### src/asab_pkg.sv
// Constants and types shared by both ends of the serial link
package asab_pkg;
    // ************************************************
    // Oversampling ratios, generator ticks per bit
    // ************************************************
    localparam logic [6:0] OS_FAST = 7'h04;
    localparam logic [6:0] OS_MID = 7'h10;
    localparam logic [6:0] OS_SLOW = 7'h40;
    // Autobaud counter runs eight times slower
    localparam int ABD_CLK_SHIFT = 3;
    localparam logic [2:0] ABD_LAST_EDGE = 3'h4;
    localparam logic [7:0] SYNC_CHAR = 8'h55;
    // ************************************************
    // Frame format
    // ************************************************
    localparam logic [3:0] BITS_EIGHT = 4'h8;
    localparam logic [3:0] BITS_NINE = 4'h9;
    localparam logic LINE_IDLE = 1'b1;
    localparam logic LINE_START = 1'b0;
    localparam logic [1:0] BUF_DEPTH = 2'h2;
    // ************************************************
    // State encodings
    // ************************************************
    typedef enum logic [1:0] {
        ABD_IDLE = 2'b00,
        ABD_WAIT_START = 2'b01,
        ABD_WAIT_RISE = 2'b10,
        ABD_COUNT = 2'b11
    } asab_abd_e;
    typedef enum logic [2:0] {
        RX_IDLE = 3'b000,
        RX_START = 3'b001,
        RX_DATA = 3'b010,
        RX_STOP = 3'b011,
        RX_PUSH = 3'b100
    } asab_rx_e;
    typedef enum logic [1:0] {
        TX_IDLE = 2'b00,
        TX_START = 2'b01,
        TX_DATA = 2'b10,
        TX_STOP = 2'b11
    } asab_tx_e;
endpackage : asab_pkg

### src/asab_link_if.sv
// Serial link lines between the device and the remote end
`timescale 1ns/10ps
interface asab_link_if;
    // Device transmit line, remote transmit line
    logic dev_tx;
    logic rem_tx;
    modport dev (output dev_tx, input rem_tx);
    modport rem (input dev_tx, output rem_tx);
endinterface : asab_link_if

### src/asab_dev.sv
// Device end: asynchronous serial port with baud measurement
`timescale 1ns/10ps
module asab_dev (
    // Clock and reset
    input wire logic mclk,
    input wire logic sys_rst,
    // Serial link
    asab_link_if.dev link,
    // Mode and power controls
    input wire logic sync_select,
    input wire logic break_wakeup_enable,
    input wire logic sleep_mode,
    input wire logic high_speed_select,
    input wire logic wide_divisor_select,
    input wire logic nine_bit_select,
    input wire logic receive_enable,
    input wire logic transmit_enable,
    // Autobaud control and status
    input wire logic autobaud_enable_set,
    output logic autobaud_enable,
    output logic autobaud_detect,
    // Divisor register pair
    input wire logic divisor_wr,
    input wire logic [15:0] divisor_wdata,
    output logic [7:0] divisor_low_byte,
    output logic [7:0] divisor_high_byte,
    // Transmit data
    input wire logic [8:0] tx_data,
    input wire logic tx_valid,
    output logic tx_ready,
    // Receive data
    output logic [8:0] receive_data_register,
    output logic receive_complete_flag,
    input wire logic receive_data_read
);
    typedef struct packed {
        logic rx_s1;
        logic rx_s2;
        logic rx_prev;
        logic [15:0] div;
        logic [15:0] brg_cnt;
        logic abd_on;
        asab_pkg::asab_abd_e abd_st;
        logic [2:0] abd_edges;
        logic [9:0] abd_pre;
        asab_pkg::asab_rx_e rx_st;
        logic [6:0] rx_tcnt;
        logic [3:0] rx_bit;
        logic [8:0] rx_sh;
        asab_pkg::asab_tx_e tx_st;
        logic [6:0] tx_tcnt;
        logic [3:0] tx_bit;
        logic [8:0] tx_sh;
        logic tx_line;
        logic [1:0][8:0] buf_mem;
        logic [1:0] buf_cnt;
        logic buf_rd;
        logic buf_wr;
    } asab_dev_s;

    asab_dev_s st_r;
    asab_dev_s st_nxt;
    logic rise;
    logic fall;
    logic run;
    logic async_on;
    logic os_tick;
    logic [6:0] os;
    logic [6:0] half;
    logic [9:0] abd_lim;
    logic [3:0] nbits;
    logic [15:0] div_eff;
    logic rx_en;
    logic tx_en;
    logic push_v;
    logic [8:0] push_d;
    logic push_ok;
    logic pop;
    logic buf_full;

    // ************************************************
    // Next-state logic
    // ************************************************
    always_comb begin
        st_nxt = st_r;
        // Pin passes two flops before any logic looks at it
        st_nxt.rx_s1 = link.rem_tx;
        st_nxt.rx_s2 = st_r.rx_s1;
        st_nxt.rx_prev = st_r.rx_s2;
        rise = st_r.rx_s2 & ~st_r.rx_prev;
        fall = ~st_r.rx_s2 & st_r.rx_prev;
        async_on = ~sync_select;
        run = ~sleep_mode | break_wakeup_enable;
        // Ratio and counter clock from the two selects
        if (wide_divisor_select & high_speed_select) begin
            os = asab_pkg::OS_FAST;
        end else if (wide_divisor_select | high_speed_select) begin
            os = asab_pkg::OS_MID;
        end else begin
            os = asab_pkg::OS_SLOW;
        end
        half = os >> 1;
        abd_lim = 10'(({3'h0, os} << asab_pkg::ABD_CLK_SHIFT) - 10'h001);
        nbits = nine_bit_select ? asab_pkg::BITS_NINE : asab_pkg::BITS_EIGHT;
        // Narrow mode ignores the high byte for rate
        div_eff = wide_divisor_select ? st_r.div : {8'h00, st_r.div[7:0]};
        rx_en = receive_enable & async_on & run & ~st_r.abd_on;
        tx_en = transmit_enable & async_on & run;
        push_v = 1'b0;
        push_d = 9'h000;
        buf_full = (st_r.buf_cnt == asab_pkg::BUF_DEPTH);

        // Generator tick: one per divisor+1 cycles
        os_tick = 1'b0;
        if (run) begin
            if (st_r.brg_cnt == 16'h0000) begin
                st_nxt.brg_cnt = div_eff;
                os_tick = 1'b1;
            end else begin
                st_nxt.brg_cnt = st_r.brg_cnt - 16'h0001;
            end
        end
        if (divisor_wr & ~st_r.abd_on) begin
            st_nxt.div = divisor_wdata;
        end

        // Baud measurement sequence
        case (st_r.abd_st)
            asab_pkg::ABD_WAIT_START: begin
                if (fall) begin
                    st_nxt.abd_st = asab_pkg::ABD_WAIT_RISE;
                end
            end
            asab_pkg::ABD_WAIT_RISE: begin
                if (rise) begin
                    st_nxt.abd_st = asab_pkg::ABD_COUNT;
                    st_nxt.abd_edges = 3'h1;
                    st_nxt.abd_pre = 10'h000;
                end
            end
            asab_pkg::ABD_COUNT: begin
                if (st_r.abd_pre == abd_lim) begin
                    st_nxt.abd_pre = 10'h000;
                    st_nxt.div = st_r.div + 16'h0001;
                end else begin
                    st_nxt.abd_pre = st_r.abd_pre + 10'h001;
                end
                if (rise) begin
                    st_nxt.abd_edges = st_r.abd_edges + 3'h1;
                    if (st_r.abd_edges == asab_pkg::ABD_LAST_EDGE) begin
                        st_nxt.abd_st = asab_pkg::ABD_IDLE;
                        st_nxt.abd_on = 1'b0;
                        st_nxt.div = st_r.div;
                        push_v = 1'b1;
                    end
                end
            end
            default: begin
            end
        endcase
        // Leaving async mode or arming wakeup aborts
        if (st_r.abd_on & (~async_on | break_wakeup_enable)) begin
            st_nxt.abd_on = 1'b0;
            st_nxt.abd_st = asab_pkg::ABD_IDLE;
        end
        if (autobaud_enable_set & async_on & ~break_wakeup_enable) begin
            st_nxt.abd_on = 1'b1;
            st_nxt.abd_st = asab_pkg::ABD_WAIT_START;
            st_nxt.div = 16'h0000;
            st_nxt.abd_pre = 10'h000;
            st_nxt.abd_edges = 3'h0;
        end

        // Receiver: mid-bit sampling, stalls when buffer full
        case (st_r.rx_st)
            asab_pkg::RX_IDLE: begin
                if (rx_en & fall) begin
                    st_nxt.rx_st = asab_pkg::RX_START;
                    st_nxt.rx_tcnt = 7'h00;
                end
            end
            asab_pkg::RX_START: begin
                if (os_tick) begin
                    st_nxt.rx_tcnt = st_r.rx_tcnt + 7'h01;
                    if (st_r.rx_tcnt == half - 7'h01) begin
                        st_nxt.rx_tcnt = 7'h00;
                        st_nxt.rx_bit = 4'h0;
                        // A glitch shorter than half a bit is dropped
                        st_nxt.rx_st = st_r.rx_s2 ? asab_pkg::RX_IDLE : asab_pkg::RX_DATA;
                    end
                end
            end
            asab_pkg::RX_DATA: begin
                if (os_tick) begin
                    st_nxt.rx_tcnt = st_r.rx_tcnt + 7'h01;
                    if (st_r.rx_tcnt == os - 7'h01) begin
                        st_nxt.rx_tcnt = 7'h00;
                        st_nxt.rx_sh = {st_r.rx_s2, st_r.rx_sh[8:1]};
                        st_nxt.rx_bit = st_r.rx_bit + 4'h1;
                        if (st_r.rx_bit == nbits - 4'h1) begin
                            st_nxt.rx_st = asab_pkg::RX_STOP;
                        end
                    end
                end
            end
            asab_pkg::RX_STOP: begin
                if (os_tick) begin
                    st_nxt.rx_tcnt = st_r.rx_tcnt + 7'h01;
                    if (st_r.rx_tcnt == os - 7'h01) begin
                        st_nxt.rx_st = asab_pkg::RX_PUSH;
                    end
                end
            end
            asab_pkg::RX_PUSH: begin
                push_v = 1'b1;
                push_d = nine_bit_select ? st_r.rx_sh : {1'b0, st_r.rx_sh[8:1]};
                if (~buf_full) begin
                    st_nxt.rx_st = asab_pkg::RX_IDLE;
                end
            end
            default: begin
                st_nxt.rx_st = asab_pkg::RX_IDLE;
            end
        endcase
        if (st_r.abd_on) begin
            st_nxt.rx_st = asab_pkg::RX_IDLE;
        end

        // Transmitter: start, data LSB first, stop
        tx_ready = tx_en & (st_r.tx_st == asab_pkg::TX_IDLE);
        if (tx_ready & tx_valid) begin
            st_nxt.tx_sh = tx_data;
            st_nxt.tx_line = asab_pkg::LINE_START;
            st_nxt.tx_st = asab_pkg::TX_START;
            st_nxt.tx_tcnt = 7'h00;
        end else if ((st_r.tx_st != asab_pkg::TX_IDLE) & os_tick) begin
            st_nxt.tx_tcnt = st_r.tx_tcnt + 7'h01;
            if (st_r.tx_tcnt == os - 7'h01) begin
                st_nxt.tx_tcnt = 7'h00;
                case (st_r.tx_st)
                    asab_pkg::TX_START: begin
                        st_nxt.tx_line = st_r.tx_sh[0];
                        st_nxt.tx_sh = st_r.tx_sh >> 1;
                        st_nxt.tx_bit = 4'h0;
                        st_nxt.tx_st = asab_pkg::TX_DATA;
                    end
                    asab_pkg::TX_DATA: begin
                        if (st_r.tx_bit == nbits - 4'h1) begin
                            st_nxt.tx_line = asab_pkg::LINE_IDLE;
                            st_nxt.tx_st = asab_pkg::TX_STOP;
                        end else begin
                            st_nxt.tx_line = st_r.tx_sh[0];
                            st_nxt.tx_sh = st_r.tx_sh >> 1;
                            st_nxt.tx_bit = st_r.tx_bit + 4'h1;
                        end
                    end
                    default: begin
                        st_nxt.tx_st = asab_pkg::TX_IDLE;
                    end
                endcase
            end
        end

        // Two-entry buffer; push and pop together both act unless it is full
        pop = receive_data_read & (st_r.buf_cnt != 2'h0);
        push_ok = push_v & ~buf_full;
        if (push_ok) begin
            st_nxt.buf_mem[st_r.buf_wr] = push_d;
            st_nxt.buf_wr = ~st_r.buf_wr;
        end
        if (pop) begin
            st_nxt.buf_rd = ~st_r.buf_rd;
        end
        st_nxt.buf_cnt = st_r.buf_cnt + {1'b0, push_ok} - {1'b0, pop};
    end

    // ************************************************
    // State register
    // ************************************************
    always_ff @(posedge mclk) begin
        if (sys_rst) begin
            st_r <= '0;
            st_r.rx_s1 <= asab_pkg::LINE_IDLE;
            st_r.rx_s2 <= asab_pkg::LINE_IDLE;
            st_r.rx_prev <= asab_pkg::LINE_IDLE;
            st_r.tx_line <= asab_pkg::LINE_IDLE;
        end else begin
            st_r <= st_nxt;
        end
    end

    // Outputs straight from state flops
    assign link.dev_tx = st_r.tx_line;
    assign autobaud_enable = st_r.abd_on;
    assign autobaud_detect = (st_r.abd_st != asab_pkg::ABD_IDLE);
    assign divisor_low_byte = st_r.div[7:0];
    assign divisor_high_byte = st_r.div[15:8]; // Zero check is software's job
    assign receive_data_register = st_r.buf_mem[st_r.buf_rd];
    assign receive_complete_flag = (st_r.buf_cnt != 2'h0);
endmodule : asab_dev

### src/flat_wrapper.sv
// flat-port wrapper written by rule: the top's interface ports become plain ports
module asab_dev_flat 
  (mclk, sys_rst, sync_select, break_wakeup_enable, sleep_mode, high_speed_select, wide_divisor_select, nine_bit_select, receive_enable, transmit_enable, autobaud_enable_set, autobaud_enable, autobaud_detect, divisor_wr, divisor_wdata, divisor_low_byte, divisor_high_byte, tx_data, tx_valid, tx_ready, receive_data_register, receive_complete_flag, receive_data_read, link_dev_tx, link_rem_tx);
  asab_link_if link_i ();
  input wire logic mclk;
  input wire logic sys_rst;
  input wire logic sync_select;
  input wire logic break_wakeup_enable;
  input wire logic sleep_mode;
  input wire logic high_speed_select;
  input wire logic wide_divisor_select;
  input wire logic nine_bit_select;
  input wire logic receive_enable;
  input wire logic transmit_enable;
  input wire logic autobaud_enable_set;
  output logic autobaud_enable;
  output logic autobaud_detect;
  input wire logic divisor_wr;
  input wire logic [15:0] divisor_wdata;
  output logic [7:0] divisor_low_byte;
  output logic [7:0] divisor_high_byte;
  input wire logic [8:0] tx_data;
  input wire logic tx_valid;
  output logic tx_ready;
  output logic [8:0] receive_data_register;
  output logic receive_complete_flag;
  input wire logic receive_data_read;
  output wire logic [$bits(link_i.dev_tx)-1:0] link_dev_tx;
  input wire logic [$bits(link_i.rem_tx)-1:0] link_rem_tx;
  assign link_dev_tx = link_i.dev_tx;
  assign link_i.rem_tx = link_rem_tx;
  asab_dev u_core (.mclk(mclk), .sys_rst(sys_rst), .link(link_i), .sync_select(sync_select), .break_wakeup_enable(break_wakeup_enable), .sleep_mode(sleep_mode), .high_speed_select(high_speed_select), .wide_divisor_select(wide_divisor_select), .nine_bit_select(nine_bit_select), .receive_enable(receive_enable), .transmit_enable(transmit_enable), .autobaud_enable_set(autobaud_enable_set), .autobaud_enable(autobaud_enable), .autobaud_detect(autobaud_detect), .divisor_wr(divisor_wr), .divisor_wdata(divisor_wdata), .divisor_low_byte(divisor_low_byte), .divisor_high_byte(divisor_high_byte), .tx_data(tx_data), .tx_valid(tx_valid), .tx_ready(tx_ready), .receive_data_register(receive_data_register), .receive_complete_flag(receive_complete_flag), .receive_data_read(receive_data_read));
endmodule
### config.mk
export PLATFORM = sky130hd
export DESIGN_NAME = asab_dev_flat
export DESIGN_NICKNAME = d
export VERILOG_FILES = /design/src/asab_pkg.sv /design/src/asab_link_if.sv /design/src/asab_dev.sv /design/src/flat_wrapper.sv
export SDC_FILE = /design/constraint.sdc
export NUM_CORES = 1
export LEC_CHECK = 0
export ABC_AREA = 1
export ABC_CLOCK_PERIOD_IN_PS = 2650
export BUFFER_PORTS_ARGS = -buffer_cell sky130_fd_sc_hd__buf_2
export CAP_MARGIN = 20
export CORE_MARGIN = 2
export CORE_UTILIZATION = 55
export DETAILED_ROUTE_END_ITERATION = 10
export PLACE_DENSITY = 0.75
export SETUP_SLACK_MARGIN = 0.2
export SLEW_MARGIN = 20
export SYNTH_ARGS = -nofsm -noshare
export SYNTH_HDL_FRONTEND = slang
export SYNTH_SLANG_ARGS = --single-unit
### constraint.sdc
create_clock -name mclk -period 2.65 [get_ports mclk]
set_clock_uncertainty 0.15 [all_clocks]
set_input_delay 0.265 -clock mclk [delete_from_list [all_inputs] [get_ports mclk]]
set_output_delay 0.265 -clock mclk [all_outputs]
set_load 0.02 [all_outputs]
==> reports/results.ini <==
[grt]
grt_pass1_wl_um = 29060
grt_use_total_pct = 25.16
use_met2_pct = 39.63
grtUsageMet1_pct = 34.29
busiest_layer = met2
grt_use_met3_pct = 5.695
grt_pass1_vias = 6245
grt_start_max_net_pins = 51
antenna_found_initial = 0
grt_overflow = 0

[die]
dieArea_sq_um = 13960
chipWidth_um = 118.2
ios = 70
die_y_um = 118.2
start_util_pct = 56.56
rows = 41
core_area_sq_um = 12670

[route]
first_iter_violations = 616
wl_um = 17130
drcViolationCount = 0
postRouteAntennaNets = 0
post_drt_wl_per_cell_um = 12.64
routed-via-count = 6979
via_per_inst = 5.151
first_pass_iters = 5

[critical_path]
required_ns = 2.80
endpoint_kind = register
crit_arrival_ns = 2.31
path_class = reg2reg
path_max_fanout = 9
worstSetupStartpointType = register

[synth]
yosysWarnings = 0
synthesis.nets = 1169
ys_seq_area_share_pct = 33.24
synth-seq-cells = 119
postSynthCellCount = 1114
async_flop_share_pct = 0
yosysUniqueCellTypes = 51
synth_edf_count = 0
syn_area_per_cell_sq_um = 6.433
syn_area_sq_um = 7167
synth_ff_type = dfxtp_1

[pwr]
intPower_w = 0.004252
vdd_ir_drop_max_v = 0.0004961
switching_share_pct = 31.14
p_leak_nw = 3.671
seqPwrFrac_pct = 34.2
pwr-share-clk_pct = 43.0
p_sw_w = 0.001923
powerDensity_nw_per_um2 = 747.1
total_power_w = 0.006175
comb_power_share_pct = 22.9

[timing]
fin_ws_ns = 0.4841
fin_crit_ns = 2.166
finalSetupTns_ns = 0
hold_viol = 0
period_share_pct = 81.73
worstMarginPinSlew_ns = 0.7090
clock.fmax_mhz = 461.7
setup_viol = 0
rsz0062_at_grt = false
slew_headroom_pct = 52.68
slew_violations = 0

[cells_and_area]
antenna_cells = 0
fin_util_pct = 65.23
layout.nets = 1225
drive_above_1_share_pct = 14.03
syn_to_final_growth_pct = 15.33

[cts]
cts_buffer_depth = 2
clk_pin_slew_ns = 0.06
cts_tree = yes
cts_sinks = 119
worstSkewPairLatency_ns = 0.42
numCtsBuffers = 17
ctsRootBufferMaster = clkbuf_16
htreeDepth = 4

[place]
dpl.hpwl_um = 12030
place_congestion = 0.9081
io_buffers = 69
dp_slack_ns = 0.4093

[run]
cap_violations = 0

[hold_path]
hp-class = in2reg

[run_status]
outcome = finished, final reports clean

## worst max-delay path, cell delays in order (launching register included)
cell and delay, ns:
dfxtp_1 0.31, inv_1 0.10, ha_1 0.26, nand3_1 0.12, nor2_1 0.26, nand2_2 0.19, nand3_1 0.16, nand2_1 0.10
nor2_4 0.20, nand3_1 0.09, nand2_1 0.07, nor2_1 0.03
## what timing repair did
item	CTS	global route
hold buffers	3	0
setup buffers	0	3
gates resized for setup	0	1
setup endpoints to repair	0	6
endpoints found under the hold margin	3	0
## worst paths after layout
| kind | start | end | slack (ns) | depth (start not counted) |
|---|---|---|---|---|
| hold reg to reg | u_core.st_nxt[117] | u_core.st_nxt[116] | 0.28 | 1 |
| setup / recovery | u_core.st_r[43] | u_core.st_r[30] | 0.48 | 11 |
| setup reg to reg | u_core.st_r[43] | u_core.st_r[30] | 0.48 | 11 |
| hold / removal | sync_select | u_core.autobaud_enable | 0.02 | 4 |
## synth_stat cells (all sizes together) (2+ instances only)
cell type  number  share of area [%]
dfxtp         119                 33
buf            24                2.4
or2             5               0.44
a211oi          3               0.38
nand3          71                5.4
nor3b           2               0.28
o21ai          98                6.8
nor3           11               0.77
clkinv          4               0.23
mux2i           2               0.28
clkbuf         21                1.1
inv           136                7.1
nand4          12                1.4
nand3b          4               0.42
xnor2           3               0.37
a21oi         107                7.5
xor2           11                1.3
ha             15                2.6
o21bai          2               0.21
nor4            3               0.26
o31ai           2               0.21
nand2         292                 16
nor2          147                9.2
o211ai          9               0.94
a31oi           3               0.26
## power by group through the flow
stage          Sequential, W  Clock [W]  Combinational [W]
3_3_place_gp         0.00214          0            0.00139
6_report             0.00211    0.00265            0.00141
2_1_floorplan        0.00209          0            0.00117
5_1_grt              0.00213    0.00277            0.00160
3_5_place_dp         0.00214          0            0.00140
4_1_cts              0.00210    0.00268            0.00141
## through the flow
stage	hold slack (ns)	instances	area, sq um
floorplan	0.2188	1114	7167
global route	0.05328	1355	8265
finish	0.02389	1355	8265
CTS	0.01306	1352	8240
detailed placement	0.2572	1317	7531
global placement	0.2435	1317	7531
## flip-flops by register name, summed over array words and instances (netlist names)
| signal | count |
|---|---|
| u_core.divisor_low_byte | 8 |
| u_core.st_r | 99 |
| u_core.autobaud_enable | 1 |
| u_core.st_nxt | 2 |
| u_core.divisor_high_byte | 8 |
| u_core.link.dev_tx | 1 |
## layout make-up
type,instances,area (sq um)
clock inverters,12,222.7
repair buffers,82,450.4
inverters,140,526.8
multi-input cells,810,4011
fillers,1153,4405
well taps,172,215.2
flip-flops and latches,119,2382
clock buffers,20,456.7
## cells by family (layout without fill, tap and decap cells)
| kind of cell | Yosys count | after routing | share of synthesized area, % |
|---|---|---|---|
| AND/OR/NAND/NOR | 548 | 548 | 34.01 |
| adder cells (fa/ha/maj) | 15 | 15 | 2.619 |
| AO/OA/AOI/OAI | 231 | 231 | 17.32 |
| XOR/XNOR | 14 | 14 | 1.711 |
| buffers and inverters | 185 | 254 | 10.82 |
| flip-flops | 119 | 119 | 33.24 |
| multiplexers | 2 | 2 | 0.2793 |
## routing by layer
metal,vias to the layer above,wire [um]
li1,3706,-
met5,-,0
met4,0,170
met3,16,1080
met1,3055,8196
met2,202,7679
## layout by cell type (no fill, tap or decap), types with 3 or more instances in the layout
master | synthesis | layout
nand2_2 | 10 | 11
nor2_2 | 9 | 9
or2_2 | 3 | 3
dfxtp_1 | 119 | 119
nor2_4 | 7 | 7
nor3_1 | 11 | 11
xor2_1 | 11 | 11
nand3b_1 | 4 | 4
clkinv_2 | 1 | 3
o21ai_0 | 79 | 79
clkinv_1 | 3 | 3
clkbuf_16 | 0 | 17
o211ai_1 | 9 | 9
a21oi_1 | 107 | 107
inv_1 | 125 | 125
buf_4 | 17 | 10
nor4_1 | 3 | 3
a31oi_1 | 3 | 3
buf_2 | 6 | 69
nand3_1 | 68 | 68
dlygate4sd3_1 | 0 | 3
nand2_1 | 281 | 280
nor2_1 | 129 | 129
ha_1 | 15 | 15
o21ai_1 | 19 | 19
inv_2 | 11 | 11
nand4_1 | 9 | 9
xnor2_1 | 3 | 3
bufinv_16 | 0 | 6
Note: power is estimated with default switching activity, not from simulation.
